## config.mk

```make
export PLATFORM = sky130hd
export DESIGN_NAME = motion_host_interrupt_unit
export DESIGN_NICKNAME = d
export VERILOG_FILES = /design/src/motion_host_interrupt_unit.v
export VERILOG_INCLUDE_DIRS = /design/src /design/src/inc
export SDC_FILE = /design/constraint.sdc
export NUM_CORES = 1
export LEC_CHECK = 0
export BUFFER_PORTS_ARGS = -buffer_cell sky130_fd_sc_hd__buf_2
export CAP_MARGIN = 25
export CELL_PAD_IN_SITES_DETAIL_PLACEMENT = 1
export CELL_PAD_IN_SITES_GLOBAL_PLACEMENT = 1
export CORE_AREA = 2 2 502 504
export CTS_CLUSTER_SIZE = 10
export DETAILED_ROUTE_END_ITERATION = 8
export DIE_AREA = 0 0 504 506
export HOLD_SLACK_MARGIN = 0.1
export PLACE_DENSITY = 0.3
export SETUP_SLACK_MARGIN = 0.02
export SKIP_CTS_REPAIR_TIMING = 1
export SLEW_MARGIN = 20
export SYNTH_ARGS = -nofsm -noshare
export SYNTH_HDL_FRONTEND = slang
export SYNTH_SLANG_ARGS = --single-unit
```

## constraint.sdc

```tcl
create_clock -name clk_i -period 3.27 [get_ports clk_i]
set_input_delay 0.1635 -clock clk_i [delete_from_list [all_inputs] [get_ports clk_i]]
set_output_delay 0.1635 -clock clk_i [all_outputs]
set_load 0.005 [all_outputs]
```

## src/inc/motion_host_interrupt_unit_defines.vh

```
// constants for the motion host interrupt unit
`ifndef MOTION_HOST_INTERRUPT_UNIT_DEFINES_VH
`define MOTION_HOST_INTERRUPT_UNIT_DEFINES_VH

`define ITEM_COUNT          11
`define ITEM_AXIS_LAST      7
`define ITEM_SYSTEM         8
`define ITEM_RISE           9
`define ITEM_FALL           10
`define ITEM_WIDTH          32
`define AXIS_EVENT_COUNT    20
`define AXIS_VALID_MASK     32'h000D_BF7F
`define SYS_VALID_MASK      32'h0000_007F
`define DI_VALID_MASK       32'h00FF_FFFF
`define BIT_ALARM           0
`define BIT_POS_LIMIT       1
`define BIT_NEG_LIMIT       2
`define BIT_ORIGIN          3
`define BIT_INDEX           4
`define BIT_IN_POSITION     5
`define BIT_EMERGENCY       6
`define BIT_STOP_CMD        8
`define BIT_MAX_VELOCITY    9
`define BIT_ACCEL_START     10
`define BIT_DECEL_START     11
`define BIT_MOTION_DONE     12
`define BIT_ABNORMAL_STOP   13
`define BIT_SOFT_POS_LIMIT  15
`define BIT_SOFT_NEG_LIMIT  16
`define BIT_PRE_DISTANCE    18
`define BIT_POST_DISTANCE   19
`define SYS_BIT_EMERGENCY   0
`define SYS_BIT_LIN_CMP0    1
`define SYS_BIT_LIN_CMP1    2
`define SYS_BIT_QUEUE_CMP0  3
`define SYS_BIT_QUEUE_CMP1  4
`define SYS_BIT_MOTION_OVL  5
`define SYS_BIT_JOB_OVL     6
`define DI_ISOLATED_COUNT   8
`define DI_LOGIC_COUNT      16
`define DI_COUNT            24
`define WDT_PERIOD_WIDTH    32
`define WDT_ACTION_WIDTH    3
`define RESET_PENDING       32'h0000_0000
`define RESET_ENABLE        32'h0000_0000

`endif

```

## src/motion_host_interrupt_unit.v

```verilog
// host interrupt event gathering and watchdog timeout for a pulse motion controller
// Function
// (RQ1) host restarts watchdog before timeout; each restart reloads the full period
// (RQ2) on watchdog expiry, fire the preselected timeout actions
// (RQ3) an enabled pending event raises the hardware interrupt to the host
// (RQ4) items 0-7 axes, 8 system, 9 input rising edges, 10 input falling edges
// (RQ5) four-axis build keeps axis items 4-7 silent
// (RQ6) each item is a 32-bit field, one bit per event source
// (RQ7) axis bits 0-5: alarm, pos limit, neg limit, origin, index, in-position
// (RQ8) axis bit 6 is emergency stop, same as system bit 0
// (RQ9) axis bits 8-13, 15, 16, 18, 19 carry motion and soft-limit events
// (RQ10) reserved bits always read zero
// (RQ11) system bits 0-2: emergency, linear comparator 0 and 1 done
// (RQ12) system bits 3-4: queue comparator 0 and 1 done
// (RQ13) system bits 5-6: motion loop and job loop overload
// (RQ14) input items: bits 0-7 isolated, 8-23 logic-level inputs 0-15, rest zero
// (RQ15) falling item mirrors rising layout for high-to-low transitions
// (RQ16) inputs sampled for edges once per motion cycle
// (RQ17) no interrupt unless global enable is on
// (RQ18) interrupt is OR of enabled pending bits, gated by global enable
// (RQ19) pending bits stay set until the host clears them
`timescale 1ns/1ns
`include "motion_host_interrupt_unit_defines.vh"

module motion_host_interrupt_unit #(
	parameter AXIS_COUNT = 8
) (
	// clock and reset
	input  wire                                     clk_i,
	input  wire                                     rstn_i,
	input  wire                                     motion_cycle_i,
	// per-axis event pulses, axis n in bits [n*20 +: 20]
	input  wire [8*`AXIS_EVENT_COUNT-1:0]           axis_events_i,
	// system event pulses
	input  wire                                     emergency_stop_event_i,
	input  wire                                     linear_cmp0_done_event_i,
	input  wire                                     linear_cmp1_done_event_i,
	input  wire                                     queue_cmp0_done_event_i,
	input  wire                                     queue_cmp1_done_event_i,
	input  wire                                     motion_loop_overload_event_i,
	input  wire                                     job_loop_overload_event_i,
	// digital inputs from pins
	input  wire [`DI_ISOLATED_COUNT-1:0]            isolated_input_i,
	input  wire [`DI_LOGIC_COUNT-1:0]               logic_level_input_i,
	// host control
	input  wire                                     global_int_enable_i,
	input  wire [`ITEM_COUNT*`ITEM_WIDTH-1:0]       event_enable_i,
	input  wire [`ITEM_COUNT*`ITEM_WIDTH-1:0]       event_clear_i,
	// watchdog
	input  wire [`WDT_PERIOD_WIDTH-1:0]             wdt_period_i,
	input  wire [`WDT_ACTION_WIDTH-1:0]             wdt_action_i,
	input  wire                                     wdt_restart_i,
	// outputs
	output wire [`ITEM_COUNT*`ITEM_WIDTH-1:0]       event_pending_o,
	output reg                                      host_irq_o,
	output reg                                      wdt_timeout_o,
	output reg                                      wdt_servo_off_o,
	output reg                                      wdt_dout_off_o,
	output reg                                      wdt_pwm_off_o
);

	localparam AW = `AXIS_EVENT_COUNT;

	// three-stage pin synchronisers
	reg  [`DI_COUNT-1:0] pin_s1_q;
	reg  [`DI_COUNT-1:0] pin_s2_q;
	reg  [`DI_COUNT-1:0] pin_s3_q;
	reg  [`DI_COUNT-1:0] stable_q;
	reg  [`DI_COUNT-1:0] sample_q;
	reg                  sample_valid_q;
	wire [`DI_COUNT-1:0] agreed;
	wire [`DI_COUNT-1:0] stable_d;

	// a level is taken only once stages two and three agree
	assign agreed   = ~(pin_s2_q ^ pin_s3_q);
	assign stable_d = (agreed & pin_s2_q) | (~agreed & stable_q);

	always @(posedge clk_i) begin
		if (!rstn_i) begin
			pin_s1_q <= {`DI_COUNT{1'b0}};
			pin_s2_q <= {`DI_COUNT{1'b0}};
			pin_s3_q <= {`DI_COUNT{1'b0}};
			stable_q <= {`DI_COUNT{1'b0}};
		end else begin
			pin_s1_q <= {logic_level_input_i, isolated_input_i}; // see (RQ14)
			pin_s2_q <= pin_s1_q;
			pin_s3_q <= pin_s2_q;
			stable_q <= stable_d;
		end
	end

	// edge detection only on motion-cycle ticks; short glitches may be missed
	wire                   di_tick;
	wire [`DI_COUNT-1:0]   rise_ev;
	wire [`DI_COUNT-1:0]   fall_ev;
	wire [`ITEM_WIDTH-1:0] rise_word;
	wire [`ITEM_WIDTH-1:0] fall_word;

	assign di_tick = motion_cycle_i & sample_valid_q;
	assign rise_ev = di_tick ? (stable_q & ~sample_q) : {`DI_COUNT{1'b0}}; // see (RQ16)
	assign fall_ev = di_tick ? (~stable_q & sample_q) : {`DI_COUNT{1'b0}}; // see (RQ15)

	// bits 24 to 31 of both input items are unused and stay zero
	assign rise_word = {{(`ITEM_WIDTH-`DI_COUNT){1'b0}}, rise_ev}; // see (RQ14)
	assign fall_word = {{(`ITEM_WIDTH-`DI_COUNT){1'b0}}, fall_ev}; // see (RQ15)

	always @(posedge clk_i) begin
		if (!rstn_i) begin
			sample_q       <= {`DI_COUNT{1'b0}};
			sample_valid_q <= 1'b0;
		end else if (motion_cycle_i) begin
			sample_q       <= stable_q; // see (RQ16)
			sample_valid_q <= 1'b1;
		end
	end

	// system item assembled on its own; bit 7 and up stay zero
	reg [`ITEM_WIDTH-1:0] sys_word;

	always @* begin
		sys_word = 32'h0000_0000;
		sys_word[`SYS_BIT_EMERGENCY]  = emergency_stop_event_i; // see (RQ11)
		sys_word[`SYS_BIT_LIN_CMP0]   = linear_cmp0_done_event_i;
		sys_word[`SYS_BIT_LIN_CMP1]   = linear_cmp1_done_event_i;
		sys_word[`SYS_BIT_QUEUE_CMP0] = queue_cmp0_done_event_i; // see (RQ12)
		sys_word[`SYS_BIT_QUEUE_CMP1] = queue_cmp1_done_event_i;
		sys_word[`SYS_BIT_MOTION_OVL] = motion_loop_overload_event_i; // see (RQ13)
		sys_word[`SYS_BIT_JOB_OVL]    = job_loop_overload_event_i;
		sys_word = sys_word & `SYS_VALID_MASK; // see (RQ10)
	end

	// raw event vector, one 32-bit word per item
	reg [`ITEM_COUNT*`ITEM_WIDTH-1:0] raw_ev;
	reg [`ITEM_WIDTH-1:0]             axis_word;
	integer                           ax;

	always @* begin
		raw_ev = {`ITEM_COUNT*`ITEM_WIDTH{1'b0}};
		axis_word = 32'h0000_0000;
		for (ax = 0; ax <= `ITEM_AXIS_LAST; ax = ax + 1) begin
			axis_word = {{(`ITEM_WIDTH-AW){1'b0}}, axis_events_i[ax*AW +: AW]}; // see (RQ7) (RQ9)
			axis_word[`BIT_EMERGENCY] = emergency_stop_event_i; // see (RQ8)
			axis_word = axis_word & `AXIS_VALID_MASK; // see (RQ10)
			// axis slots past AXIS_COUNT stay zero for the smaller build
			if (ax < AXIS_COUNT) begin
				raw_ev[ax*`ITEM_WIDTH +: `ITEM_WIDTH] = axis_word; // see (RQ4) (RQ5)
			end
		end
		raw_ev[`ITEM_SYSTEM*`ITEM_WIDTH +: `ITEM_WIDTH] = sys_word; // see (RQ4)
		raw_ev[`ITEM_RISE*`ITEM_WIDTH +: `ITEM_WIDTH]   = rise_word; // see (RQ14)
		raw_ev[`ITEM_FALL*`ITEM_WIDTH +: `ITEM_WIDTH]   = fall_word; // see (RQ15)
	end

	// sticky pending bits; a new event beats a clear in the same cycle
	// a clear held high keeps its bits low, except against a new event
	reg  [`ITEM_COUNT*`ITEM_WIDTH-1:0] pending_q;
	wire [`ITEM_COUNT*`ITEM_WIDTH-1:0] pending_d;
	wire [`ITEM_COUNT*`ITEM_WIDTH-1:0] armed;
	wire                               host_irq_d;

	assign pending_d = (pending_q & ~event_clear_i) | raw_ev; // see (RQ19) (RQ6)
	assign armed     = pending_q & event_enable_i; // see (RQ18)

	always @(posedge clk_i) begin
		if (!rstn_i) begin
			pending_q <= {`ITEM_COUNT{`RESET_PENDING}};
		end else begin
			pending_q <= pending_d;
		end
	end
	assign event_pending_o = pending_q;

	// registered so the host line never glitches while bits are cleared
	assign host_irq_d = global_int_enable_i & (|armed); // see (RQ3) (RQ17)

	always @(posedge clk_i) begin
		if (!rstn_i) begin
			host_irq_o <= 1'b0;
		end else begin
			host_irq_o <= host_irq_d;
		end
	end

	// watchdog: period zero disables; restart reloads the full period
	reg [`WDT_PERIOD_WIDTH-1:0] wdt_count_q;
	reg                         wdt_run_q;
	wire                        wdt_enabled;
	wire                        wdt_reload;

	// restart after a timeout reloads the count but keeps the actions latched;
	// only reset releases them; period zero clears the timeout but not the actions
	assign wdt_enabled = |wdt_period_i;
	assign wdt_reload  = wdt_restart_i | ~wdt_run_q;

	always @(posedge clk_i) begin
		if (!rstn_i) begin
			wdt_count_q     <= 32'h0000_0000;
			wdt_run_q       <= 1'b0;
			wdt_timeout_o   <= 1'b0;
			wdt_servo_off_o <= 1'b0;
			wdt_dout_off_o  <= 1'b0;
			wdt_pwm_off_o   <= 1'b0;
		end else if (!wdt_enabled) begin
			wdt_run_q     <= 1'b0;
			wdt_timeout_o <= 1'b0;
			wdt_count_q   <= 32'h0000_0000;
		end else if (wdt_reload) begin
			wdt_count_q <= wdt_period_i; // see (RQ1)
			wdt_run_q   <= 1'b1;
		end else if (motion_cycle_i && !wdt_timeout_o) begin
			if (wdt_count_q == 32'h0000_0001) begin
				wdt_timeout_o   <= 1'b1; // see (RQ2)
				wdt_servo_off_o <= wdt_action_i[0];
				wdt_dout_off_o  <= wdt_action_i[1];
				wdt_pwm_off_o   <= wdt_action_i[2];
				wdt_count_q     <= 32'h0000_0000;
			end else begin
				wdt_count_q <= wdt_count_q - 32'h0000_0001;
			end
		end
	end

endmodule // motion_host_interrupt_unit
```

### Word level (Yosys, flattened, before mapping)

Cells that the tools add are included.

| word-level totals | value |
|---|---|
| logic and storage cells | 48 |
| output and inout port bits | 357 |
| bits in registers | 511 |
| input bits | 935 |

| operators by class | value |
|---|---|
| reductions and logical operators | 8 |
| eq/ne operators | 1 |
| bitwise gates (word level) | 19 |
| $add $sub $neg | 1 |
| multiplexer cells | 5 |

Operators by type and width:

| kind | count |
|---|---|
| bitwise AND 352 bit | 2 |
| inverter 352 bit | 1 |
| bitwise OR 352 x 344 -> 352 bit | 1 |
| OR reduction 352 bit | 1 |
| bitwise AND 24 bit | 4 |
| two-way mux 32 bit | 3 |
| inverter 24 bit | 4 |
| two-way mux 24 bit | 2 |
| == test 32 x 1 -> 1 bit (second input constant) | 1 |
| OR reduction 32 bit | 1 |
| subtractor 32 x 1 -> 32 bit (second input constant) | 1 |
| bitwise OR 24 bit | 1 |
| XOR 24 bit | 1 |
| AND reduction 4 bit | 1 |
| AND reduction 3 bit | 1 |
| bitwise AND 1 bit | 2 |
| inverter 1 bit | 2 |
| AND reduction 2 bit | 1 |
| nonzero test 2 bit | 1 |
| logical AND 1 bit | 1 |
| logical NOT 1 bit | 1 |
| bitwise OR 1 bit | 1 |

### Depth between registers and ports, before layout

| depth | value |
|---|---|
| depth in word-level cells | 5 |
| mapped depth | 9 |
| depth with buffers taken out | 8 |

### Worst setup path after synthesis

Ideal clock, no wire load.

| timing | value |
|---|---|
| path type | reg-to-reg |
| start point | reg wdt_count_q[18] |
| end point | reg wdt_count_q[10] |
| clock period less this slack | 2141 ps |
| setup time | 128 ps |
| cell stages (with the launch flop) | 8 |
| data arrival time | 2013 ps |
| setup slack | 1129 ps |
| path through | dfxtp_1 nor4_4 nand4_2 nor4_4 nor2_2 buf_2 a222oi_1 nor2_1 |

| on the way | value |
|---|---|
| cells in the longest elaborated chain, start to end | 4 |

RTL lines:

| item | RTL line | RTL |
|---|---|---|
| from (decl) | motion_host_interrupt_unit.v:185 | `` reg [`WDT_PERIOD_WIDTH-1:0] wdt_count_q; `` |
| from (signal assigned) | motion_host_interrupt_unit.v:208 | `wdt_count_q <= wdt_period_i;` |
| from (signal assigned) | motion_host_interrupt_unit.v:218 | `wdt_count_q <= wdt_count_q - 32'h0000_0001;` |
| == test 32 x 1 -> 1 bit | motion_host_interrupt_unit.v:211 | `if (wdt_count_q == 32'h0000_0001) begin` |
| two-way mux 32 bit | motion_host_interrupt_unit.v:211 |  |
| two-way mux 32 bit | motion_host_interrupt_unit.v:210 | `end else if (motion_cycle_i && !wdt_timeout_o) begin` |
| two-way mux 32 bit | motion_host_interrupt_unit.v:207 | `end else if (wdt_reload) begin` |

Every way passes these cells. The select of a mux whose other input is x is not followed.
A chain may end at the register's enable or synchronous reset.

### Worst setup path in the final report

| timing | value |
|---|---|
| start point | reg pending_q[29] (netlist: event_pending_o[29]) |
| end point | reg host_irq_o |

| on the way | value |
|---|---|
| cells in the longest elaborated chain, start to end | 3 |

RTL lines:

| item | RTL line | RTL |
|---|---|---|
| from (decl) | motion_host_interrupt_unit.v:156 | `` reg [`ITEM_COUNT*`ITEM_WIDTH-1:0] pending_q; `` |
| from (signal assigned) | motion_host_interrupt_unit.v:166 | `` pending_q <= {`ITEM_COUNT{`RESET_PENDING}}; `` |
| from (signal assigned) | motion_host_interrupt_unit.v:168 | `pending_q <= pending_d;` |
| bitwise AND 352 bit | motion_host_interrupt_unit.v:162 | `assign armed = pending_q & event_enable_i;` |
| OR reduction 352 bit | motion_host_interrupt_unit.v:174 | `assign host_irq_d = global_int_enable_i & (\|armed);` |
| bitwise AND 1 bit | motion_host_interrupt_unit.v:174 |  |
| to (signal assigned) | motion_host_interrupt_unit.v:180 | `host_irq_o <= host_irq_d;` |
| to (decl) | motion_host_interrupt_unit.v:55 | `output reg host_irq_o,` |

Every way passes these cells.

==> flow_summary.toml <==
[clock_tree]
clk_latency_ns = 0.73
tritoncts = "built"
cts.sinks = 511
path_clk_slew_ns = 0.06
htree_num_levels = 3
cts-buffers-inserted = 80
ctsLongestPathBuffers = 3
clock-root-buffer = "clkbuf_16"

[sta]
setup_ws_ns = 0.360
rsz0062_at_grt = "no"
finalSetupViolCount = 0
relSlewSlack_pct = 23.2
finalCriticalPeriod_ns = 2.91
max_freq_ghz = 0.344
setup_tns_ns = 0
skew_ns = 0.0317
min_period_over_period_pct = 89.0
worstMarginPinSlew_ns = 1.15
drv_slew = 0
finalHoldViolations = 0

[setup_path]
endpoint_kind = "register"
cp_num_buf_inv = 2
slowest_delay_ns = 0.59
required_ns = 3.86
regToRegSetupSlack_ns = 0.36
worstReg2RegEnd = "host_irq_o"
critical_path_depth = 8
path_class = "reg2reg"
crit_fanout = 3
crit_path_top_delay_cell = "dlygate4sd3_1"
reg2reg_depth = 8
crit_chain = "a22o_1 -> a221oi_1 -> dlygate4sd3_1 -> nand4_1 -> dlygate4sd3_1 -> nor3_1 -> nand3_1 -> o311a_1"
crit_arrival_ns = 3.50
start_kind = "register"
cp_common_cell = "dlygate4sd3_1"
r2r_start = "event_pending_o[29]"
crit_start = "event_pending_o[29]"
critical-path-top-delay-family = "buffers and inverters"
crit_end = "host_irq_o"

[synth]
synthArstFlopShare_pct = 0
syn_area_sq_um = 19300
syn-num-nets = 2756
synthCells = 1819
synth_warnings = 0
yosysSeqAreaShare_pct = 53.1
ys_types = 51
synth_seq_cells = 511
synth-edff-count = 0
synth_flop_cell = "dfxtp_1"
avgSynthCellArea_sq_um = 10.6

[placed_design]
io_buffers = 1259
place_ws_ns = 0.432
gp_congestion = 0.904
hpwl_um = 187000

[layout]
drive_above_1_share_pct = 39.2
finish.utilization_pct = 15.6
fillCellCount = 29500
syn_to_final_growth_pct = 102
num-nets-final = 4710

[drt]
routed_wl_um = 215000
firstDrtPassIters = 7
postRouteAntennaNets = 0
wl_per_cell_um = 29.8
drt_iter0_drc = 1094
drc = 0
vias_per_cell = 3.30
dr_total_vias = 23800

[worst_hold_path]
hp-class = "in2reg"

[floorplanning]
ioPinCount = 1292
fp.dieH_um = 506
core-area_sq_um = 250000
rows = 184
die_w_um = 504
dieArea_sq_um = 255000
initial_utilization_pct = 7.71

[grt]
grt.overflow.total = 0
grt_pass1_wl_um = 261000
grt_pass1_vias = 22300
grt_usage_pct = 16.1
antenna_found_initial = 184
grt_max_degree = 108

[pwr]
leakage_nw = 17.4
power_w = 0.0184
pwr_density_cell_nw_per_um2 = 471
vdd_drop_max_v = 0.000340

[run]
maxCapViolCount = 0

[status]
status = "complete, no violations"
==> layout make-up <==
class	instances	area, sq um	area share (%)
sequential	511	10200	26.2
clock buffer	109	2250	5.77
multi-input combinational	1228	8750	22.4
inverter	3	11.3	0.0289
clock inverter	31	449	1.15
timing repair buffer	1949	13000	33.4
antenna	43	108	0.276
tap	3348	4190	10.7
==> worst min-delay path by stage <==
stage                        from                    to  slack, ns  depth (start not counted)
2_1_floorplan    axis_events_i[0]    event_pending_o[0]       0.29                          1
3_3_place_gp    axis_events_i[18]   event_pending_o[18]       0.37                          2
3_5_place_dp   axis_events_i[148]  event_pending_o[232]       0.38                          2
4_1_cts        axis_events_i[148]  event_pending_o[232]      -0.47                          2
5_1_grt             wdt_restart_i       wdt_count_q[30]       0.11                          5
6_report            wdt_restart_i       wdt_count_q[30]       0.09                          5
==> worst min-delay path: stages <==
cell and delay, ns:
buf_2 0.08, nor2b_1 0.04, nand2_1 0.24, o31ai_1 0.12, a21oi_1 0.11
==> kinds of logic (layout without fill, tap and decap cells) <==
family | Yosys count | in the layout | synth area share, %
AO/OA/AOI/OAI | 471 | 471 | 18.7
flip-flops | 511 | 511 | 53.1
other | 0 | 43 | 0
buffers and inverters | 80 | 2092 | 1.57
adder cells (fa/ha/maj) | 2 | 2 | 0.130
XOR/XNOR | 18 | 18 | 0.818
multiplexers | 27 | 27 | 1.40
AND/OR/NAND/NOR | 710 | 710 | 24.3
==> through the flow <==
step / instances / hold slack, ns / cell area [sq um]
2_1_floorplan: 1819 / 0.287 / 19300
3_3_place_gp: 6459 / 0.374 / 30400
3_5_place_dp: 6459 / 0.375 / 30400
4_1_cts: 6599 / -0.470 / 33100
5_1_grt: 7193 / 0.110 / 38900
6_report: 7222 / 0.0915 / 39000
==> cells in the final DEF (no fill, tap or decap), types with 43 or more instances in the layout <==
cell / count
buf_4: 106
a22o_1: 46
and2_1: 72
nand2b_1: 51
dlygate4sd3_1: 580
nand2_1: 44
dfxtp_1: 511
a21boi_1: 48
and3b_1: 161
o21a_1: 144
nor2b_1: 173
diode_2: 43
a221oi_1: 51
a22oi_1: 87
buf_2: 1257
nor2_1: 45
nand3b_1: 48
clkbuf_16: 80
==> per-layer routing <==
layer	track usage [%]	vias up	part of all wire [%]
li1	-	10700	-
met1	19.1	11500	41
met2	25.8	1238	45
met3	8.06	368	11
met4	3.60	70	2.5
met5	0	-	0.21
==> sequential cells by signal (all words and copies together) (netlist names), named ones only <==
name / count
sample_valid_q: 1
wdt_run_q: 1
host_irq_o: 1
pin_s1_q: 24
event_pending_o: 352
wdt_pwm_off_o: 1
pin_s2_q: 24
wdt_count_q: 32
wdt_timeout_o: 1
wdt_servo_off_o: 1
pin_s3_q: 24
sample_q: 24
wdt_dout_off_o: 1
==> power by group <==
group / total (W) / internal (W) / switching [W] / leakage (nW)
Sequential: 0.00664 / 0.00641 / 0.000232 / 4.18
Combinational: 0.00251 / 0.00133 / 0.00118 / 12.0
Clock: 0.00920 / 0.00527 / 0.00393 / 1.29
==> Yosys cell counts (all sizes together) (2+ instances only) <==
| cell | instances | area (sq um) |
|---|---|---|
| a211oi | 5 | 37.5 |
| a21boi | 72 | 541 |
| a21oi | 8 | 40.0 |
| a221oi | 52 | 455 |
| a222oi | 13 | 130 |
| a22o | 46 | 403 |
| a22oi | 87 | 653 |
| a31oi | 2 | 12.5 |
| and2 | 73 | 457 |
| and3b | 161 | 1410 |
| buf | 7 | 28.8 |
| clkbuf | 70 | 263 |
| dfxtp | 511 | 10200 |
| ha | 2 | 25.0 |
| inv | 3 | 11.3 |
| mux2i | 27 | 270 |
| nand2 | 45 | 171 |
| nand2b | 51 | 319 |
| nand3 | 14 | 70.1 |
| nand3b | 48 | 360 |
| nand4 | 36 | 231 |
| nor2 | 46 | 175 |
| nor2b | 173 | 1080 |
| nor3 | 26 | 130 |
| nor3b | 2 | 15.0 |
| nor4 | 28 | 218 |
| o21a | 144 | 1080 |
| o21ai | 33 | 165 |
| o31ai | 2 | 15.0 |
| or3 | 2 | 12.5 |
| or4 | 2 | 15.0 |
| xnor2 | 4 | 35.0 |
| xor2 | 14 | 123 |
No activity file was read; power rests on OpenSTA's default activity.
